==> src/rtl/strap_cfg_pkg.sv <==
// Package with constants and carrier types for the strap configuration block
package strap_cfg_pkg;
    // ****************************************
    // Timing and reset values
    // ****************************************
    localparam int CLK_PERIOD_NS = 25;
    localparam int SETTLE_TIME_NS = 100;
    localparam int SETTLE_CYCLES = (SETTLE_TIME_NS + CLK_PERIOD_NS - 1) / CLK_PERIOD_NS;
    localparam logic [2:0] SETTLE_LAST = 3'(SETTLE_CYCLES - 1);
    localparam logic [6:0] ADDR_BASE = 7'h08;
    localparam int ADDR_BIT1 = 1;
    localparam int ADDR_BIT2 = 2;
    localparam int ADDR_BIT3 = 3;
    localparam logic MODE_SMBUS = 1'b0;
    localparam logic POL_ACTIVE_LOW = 1'b1;

    // ****************************************
    // Types
    // ****************************************
    typedef enum logic [1:0]
    {
        ST_SYNC = 2'b00,
        ST_SAMPLE = 2'b01,
        ST_RUN = 2'b10
    } phase_t;

    typedef struct packed
    {
        logic serial_mode_select_n;
        logic power_control_polarity;
        logic slave_addr_bit2_strap;
        logic power_switching_disable_n;
        logic test_strap;
    } straps_t;

    typedef struct packed
    {
        logic superspeed_status_port2;
        logic superspeed_status_port1;
        logic upstream_highspeed_status;
        logic upstream_superspeed_status;
    } link_status_t;

    typedef struct packed
    {
        logic i2c_mode;
        logic smbus_mode;
        logic ganged;
        logic switching_enabled;
        logic test_mode;
        logic [6:0] slave_addr;
    } config_t;

    typedef struct packed
    {
        logic [1:0] scl_oe;
        logic [1:0] sda_oe;
        logic [1:0] scl_out;
        logic [1:0] sda_out;
    } serial_route_t;
endpackage

==> src/rtl/reset_strap_config_status.sv <==
// Reset-time strap capture, serial pin routing and shared status pins
`timescale 1ns/1ps
module reset_strap_config_status
(
    input wire logic core_clk,
    input wire logic reset_n,
    input wire strap_cfg_pkg::straps_t strap_in,
    output logic [3:0] strap_pin_out,
    output logic [3:0] strap_pin_oe,
    input wire strap_cfg_pkg::link_status_t link_status,
    input wire logic [1:0] port_power_request,
    output logic [1:0] port_power_control_out,
    input wire logic overcurrent_port1_n,
    input wire logic overcurrent_port2_n,
    output logic [1:0] port_overcurrent,
    output logic hub_overcurrent,
    output strap_cfg_pkg::config_t config_out,
    input wire strap_cfg_pkg::serial_route_t engine_serial,
    output logic scl_out,
    output logic scl_oe,
    output logic sda_out,
    output logic sda_oe
);
    import strap_cfg_pkg::*;

    // ****************************************
    // State
    // ****************************************
    typedef struct packed
    {
        phase_t phase;
        logic [2:0] count;
        straps_t sync1;
        straps_t sync2;
        logic [1:0] oc_sync1;
        logic [1:0] oc_sync2;
        straps_t latched;
        config_t cfg;
        logic [3:0] pin_out;
        logic [3:0] pin_oe;
        logic [1:0] pwr;
        logic [1:0] oc_port;
        logic oc_hub;
        logic scl_o;
        logic scl_e;
        logic sda_o;
        logic sda_e;
    } state_t;

    state_t state_reg;
    state_t state_next;

    // ****************************************
    // Next state
    // ****************************************
    always_comb
    begin
        logic [1:0] oc_active;
        logic [1:0] req;
        logic sel;
        oc_active = 2'h0;
        req = 2'h0;
        sel = 1'b0;
        state_next = state_reg;
        state_next.sync1 = strap_in;
        state_next.sync2 = state_reg.sync1;
        state_next.oc_sync1 = {overcurrent_port2_n, overcurrent_port1_n};
        state_next.oc_sync2 = state_reg.oc_sync1;
        unique case (state_reg.phase)
            ST_SYNC:
            begin
                // Let the strap synchronisers settle before sampling
                state_next.count = state_reg.count + 3'h1;
                if (state_reg.count == SETTLE_LAST)
                begin
                    state_next.phase = ST_SAMPLE;
                end
            end
            ST_SAMPLE:
            begin
                // Every strap captured on the same edge
                state_next.latched = state_reg.sync2;
                state_next.cfg.i2c_mode = state_reg.sync2.serial_mode_select_n;
                state_next.cfg.smbus_mode =
                    (state_reg.sync2.serial_mode_select_n == MODE_SMBUS);
                state_next.cfg.ganged = state_reg.sync2.slave_addr_bit2_strap;
                state_next.cfg.switching_enabled =
                    ~state_reg.sync2.power_switching_disable_n;
                state_next.cfg.test_mode = state_reg.sync2.test_strap;
                state_next.cfg.slave_addr = ADDR_BASE;
                if (state_reg.sync2.serial_mode_select_n == MODE_SMBUS)
                begin
                    state_next.cfg.slave_addr[ADDR_BIT2] =
                        state_reg.sync2.slave_addr_bit2_strap;
                    state_next.cfg.slave_addr[ADDR_BIT1] =
                        state_reg.sync2.power_switching_disable_n;
                end
                state_next.cfg.slave_addr[ADDR_BIT3] = 1'b1;
                state_next.phase = ST_RUN;
            end
            ST_RUN:
            begin
                state_next.phase = ST_RUN;
            end
            default:
            begin
                state_next.phase = ST_SYNC;
            end
        endcase

        // ****************************************
        // Shared pins turn into status outputs once sampling is done
        // ****************************************
        if (state_reg.phase == ST_RUN)
        begin
            state_next.pin_oe = 4'hF;
            state_next.pin_out = {link_status.superspeed_status_port2,
                                  link_status.superspeed_status_port1,
                                  link_status.upstream_highspeed_status,
                                  link_status.upstream_superspeed_status};
        end
        else
        begin
            state_next.pin_oe = 4'h0;
            state_next.pin_out = 4'h0;
        end

        // ****************************************
        // Overcurrent decode
        // ****************************************
        oc_active = ~state_reg.oc_sync2;
        if (state_reg.phase == ST_RUN && state_reg.cfg.switching_enabled)
        begin
            if (state_reg.cfg.ganged)
            begin
                state_next.oc_hub = |oc_active;
                state_next.oc_port = 2'h0;
                req = (|port_power_request && !(|oc_active)) ? 2'h3 : 2'h0;
            end
            else
            begin
                state_next.oc_hub = 1'b0;
                state_next.oc_port = oc_active;
                req = port_power_request & ~oc_active;
            end
        end
        else
        begin
            state_next.oc_hub = 1'b0;
            state_next.oc_port = 2'h0;
        end
        state_next.pwr = (state_reg.latched.power_control_polarity == POL_ACTIVE_LOW) ?
                         ~req : req;

        // ****************************************
        // Serial pin routing
        // ****************************************
        sel = state_reg.cfg.smbus_mode ? 1'b1 : 1'b0;
        if (state_reg.phase == ST_RUN)
        begin
            state_next.scl_o = engine_serial.scl_out[sel];
            state_next.scl_e = engine_serial.scl_oe[sel];
            state_next.sda_o = engine_serial.sda_out[sel];
            state_next.sda_e = engine_serial.sda_oe[sel];
        end
        else
        begin
            state_next.scl_o = 1'b0;
            state_next.scl_e = 1'b0;
            state_next.sda_o = 1'b0;
            state_next.sda_e = 1'b0;
        end
    end

    // ****************************************
    // Registers
    // ****************************************
    always_ff @(posedge core_clk or negedge reset_n)
    begin
        if (!reset_n)
        begin
            state_reg <= '0;
        end
        else
        begin
            state_reg <= state_next;
        end
    end

    // ****************************************
    // Outputs
    // ****************************************
    assign strap_pin_out = state_reg.pin_out;
    assign strap_pin_oe = state_reg.pin_oe;
    assign port_power_control_out = state_reg.pwr;
    assign port_overcurrent = state_reg.oc_port;
    assign hub_overcurrent = state_reg.oc_hub;
    assign config_out = state_reg.cfg;
    assign scl_out = state_reg.scl_o;
    assign scl_oe = state_reg.scl_e;
    assign sda_out = state_reg.sda_o;
    assign sda_oe = state_reg.sda_e;
endmodule // reset_strap_config_status

==> config.mk <==
export PLATFORM = sky130hd
export DESIGN_NAME = reset_strap_config_status
export DESIGN_NICKNAME = d
export VERILOG_FILES = /design/src/rtl/strap_cfg_pkg.sv /design/src/rtl/reset_strap_config_status.sv
export SDC_FILE = /design/constraint.sdc
export NUM_CORES = 1
export LEC_CHECK = 0
export BUFFER_PORTS_ARGS = -buffer_cell sky130_fd_sc_hd__clkbuf_2
export CAP_MARGIN = 20
export CORE_UTILIZATION = 53
export DETAILED_ROUTE_END_ITERATION = 6
export PLACE_DENSITY = 0.82
export SLEW_MARGIN = 0
export SYNTH_ARGS = -nofsm -noshare
export SYNTH_HDL_FRONTEND = slang
export SYNTH_SLANG_ARGS = --single-unit
==> constraint.sdc <==
create_clock -name core_clk -period 2.6 [get_ports core_clk]
set_input_delay 0.39 -clock core_clk [delete_from_list [all_inputs] [get_ports core_clk]]
set_output_delay 0.39 -clock core_clk [all_outputs]
set_load 0.01 [all_outputs]
==> reports/metrics.csv <==
stage;metric;value;unit
critical_path;CP Buf/Inv Count;1;
logic_synthesis;Mapped Cells;127;
worst_hold_path;Hold/Removal Path Class;input pin to flop;
cts;TritonCTS Buffers;5;
logic_synthesis;number of synthesized flops with an enable pin;0;
routing;drt pass-1 iters;6;
global_routing;GRT Overall Usage;16.2;%
cells_and_area;Layout Utilization;64.6;%
routing;vias;920;
critical_path;crit path max-delay cell type;ha_1;
cells_and_area;max reg flops;13;
job;Max Cap Violations;0;
timing;setup TNS;0;ns
cts;clk_lat worst skew;0.34;ns
routing;routed length per instance;12.0;um
global_routing;largest net degree at the start of global routing;43;
power_and_ir_drop;Worst VDD drop;0.431;mV
timing;Max Clk Rate;686;MHz
logic_synthesis;Post-synth ARST share;100;%
cts;CTS HTree Levels;2;
cells_and_area;share of layout cells above drive strength 1;35.0;%
critical_path;CP Data Required Time;2.84;ns
power_and_ir_drop;PwrDens;599;mW/mm^2
place;DP HPWL;1720;um
cells_and_area;Reg area;0.00105;mm^2
logic_synthesis;share of the synthesized area in the top cell type;63.2;%
logic_synthesis;most common cell in the netlist;dfrtp_1;
global_routing;first-pass GRT wire length;3900;um
floorplan;Core ar.;0.00285;mm^2
routing;Post-Route WL;2290;um
timing;Final min period;1.46;ns
logic_synthesis;Synth Flop Type;dfrtp_1;
power_and_ir_drop;Leak;0.962;nW
critical_path;worst path cell trace;inv_1, ha_1, mux2_2;
timing;worst hold slack;0.144;ns
logic_synthesis;Mapped Avg Cell Area;13.1;um^2
run_status;failing checks;DRC;
routing;Residual DRC;8;
place;Placed Cells;181;
critical_path;Setup Crit Path Kind;flop to flop;
place;GPL Wtd Cong;0.682;
floorplan;Vert. Die Dim;58.0;um
cts;clock sink count;42;
cells_and_area;layout filler cell count;219;
floorplan;DIE WIDTH;58.0;um
logic_synthesis;Syn Std Cell Area;0.00166;mm^2
logic_synthesis;Yosys reg bits;42;
critical_path;Worst Path Max Fanout;13;
critical_path;CP Data Arrival Time;1.69;ns
cells_and_area;Syn-to-layout area delta;10.9;%
critical_path;Setup crit end kind;flop;
cells_and_area;Finished Layout Cells;191;
routing;DRT antenna net count;0;
cells_and_area;final net count;188;
routing;Iter 0 DRT Violations;20;
timing;RSZ-0062 raised after global routing;false;
run_status;outcome;finished, violations left;
critical_path;Top delay family on crit path;adder cells;
logic_synthesis;top cells by area, synth;dfrtp_1 (63%), buf_4 (11%), ha_1 (4.5%);
logic_synthesis;Netlist cell types;24;
logic_synthesis;commonest cells in the netlist;dfrtp_1 (42), buf_4 (24), ha_1 (6), mux2_1 (6), inv_1 (5);
timing;Final Cycle Share;56.1;%
critical_path;Setup crit start kind;flop;
cts;Root Buffer;clkbuf_4;
floorplan;Die ar.;0.00337;mm^2
critical_path;slowest stage delay, CP;0.44;ns
global_routing;grt total ovfl;0;
logic_synthesis;Ys Warns;0;
cells_and_area;antenna cells;0;
floorplan;Ports;52;
floorplan;initial core utilization;58.3;%
timing;max-slew violations;0;
timing;Fin. Hold Viols;0;
logic_synthesis;Seq/Total Area, Yosys;63.2;%
timing;Worst Clk Skew;0.00742;ns
place;input/output buffers;47;
cts;Clk pin slew, worst setup/hold paths;0.11;ns
cts;clock buffer depth;2;
global_routing;initial antenna violation count;0;
timing;final setup violation count;0;
cts;CTS tree;yes;
logic_synthesis;largest area contributor in the netlist;dfrtp_1;
global_routing;vias in the first global route;881;
cts;CTS resizes;0;
routing;routed vias/inst;4.82;
floorplan;row cnt;19;
cells_and_area;multi-input logic area;410;um^2
-- timing repair --
item / CTS / global route
buffers inserted: 0 / 0
hold endpoints to repair: 0 / 1
hold buffers: 0 / 1
-- layer usage --
layer,GRT usage (%),routed length [um],up-vias
li1,-,-,439
met1,18.4,944,435
met2,26.6,1110,40
met3,7.81,189,6
met4,6.12,43,0
met5,0,0,-
-- cell usage in the layout, fill, tap and decap left out --
cell type	netlist	routed
xnor2_1	2	2
buf_12	0	1
nor2b_1	4	4
o21ai_1	4	4
ha_1	6	6
nor2_1	3	3
clkinv_2	0	1
dfrtp_1	42	42
clkbuf_4	0	5
nor3_1	2	2
xor2_1	1	1
mux2_1	6	6
nand2_1	3	3
a21oi_1	4	4
nand3b_1	2	2
inv_1	5	5
nand2b_1	1	1
or2_1	1	1
clkbuf_8	0	1
and2_1	4	4
o211a_1	1	1
clkbuf_2	0	47
dlygate4sd3_1	0	1
mux2_2	1	1
clkbuf_1	1	1
nand3_1	3	3
conb_1	1	4
mux2i_1	4	4
-- metrics by stage --
stage	total power, mW	worst slack, ns	cell area, um^2
after detailed placement	0.794	1.15	1750
after global routing	1.17	1.01	1840
final	1.11	1.14	1840
after global placement	0.790	1.22	1750
after CTS	1.11	1.12	1810
after floorplan	0.764	1.29	1670
-- path summary, 6_finish.rpt --
check | startpoint | endpoint | slack [ns] | depth (start not counted)
setup / recovery | state_reg[52] | config_out[11] | 1.14 | 3
hold / removal | overcurrent_port1_n | state_next[34] | 0.14 | 1
setup reg to reg | state_reg[52] | config_out[11] | 1.14 | 3
hold reg to reg | state_next[40] | state_reg[40] | 0.36 | 0
max in group asynchronous | reset_n | state_reg[34] | 1.85 | 3
min in group asynchronous | reset_n | state_next[39] | 0.36 | 2
-- logic make-up (layout without fill, tap and decap cells) --
family | Yosys count | in the layout | share of synthesized area [%]
DFF | 42 | 42 | 63.2
buffers and inverters | 32 | 62 | 12.8
and+or+nand+nor | 23 | 23 | 7.52
muxes | 11 | 11 | 7.15
AOI/OAI and AO/OA | 9 | 9 | 3.01
adders and majority gates | 6 | 6 | 4.51
xor gates and xnor gates | 3 | 3 | 1.58
other | 1 | 4 | 0.226
-- power breakdown --
part           switching (mW)  internal, mW
registers              0.0154         0.682
logic                  0.0442        0.0421
clock network           0.190         0.131
total                   0.249         0.856
-- cell type report --
cell class	instances	share of cell area (%)
Sequential cell	42	57.0
Inverter	5	1.02
Timing Repair Buffer	49	14.4
Multi-Input combinational cell	56	22.3
Clock inverter	1	0.271
Clock buffer	7	2.99
Tap cell	31	2.10
No activity file was read; power rests on OpenSTA's default activity.
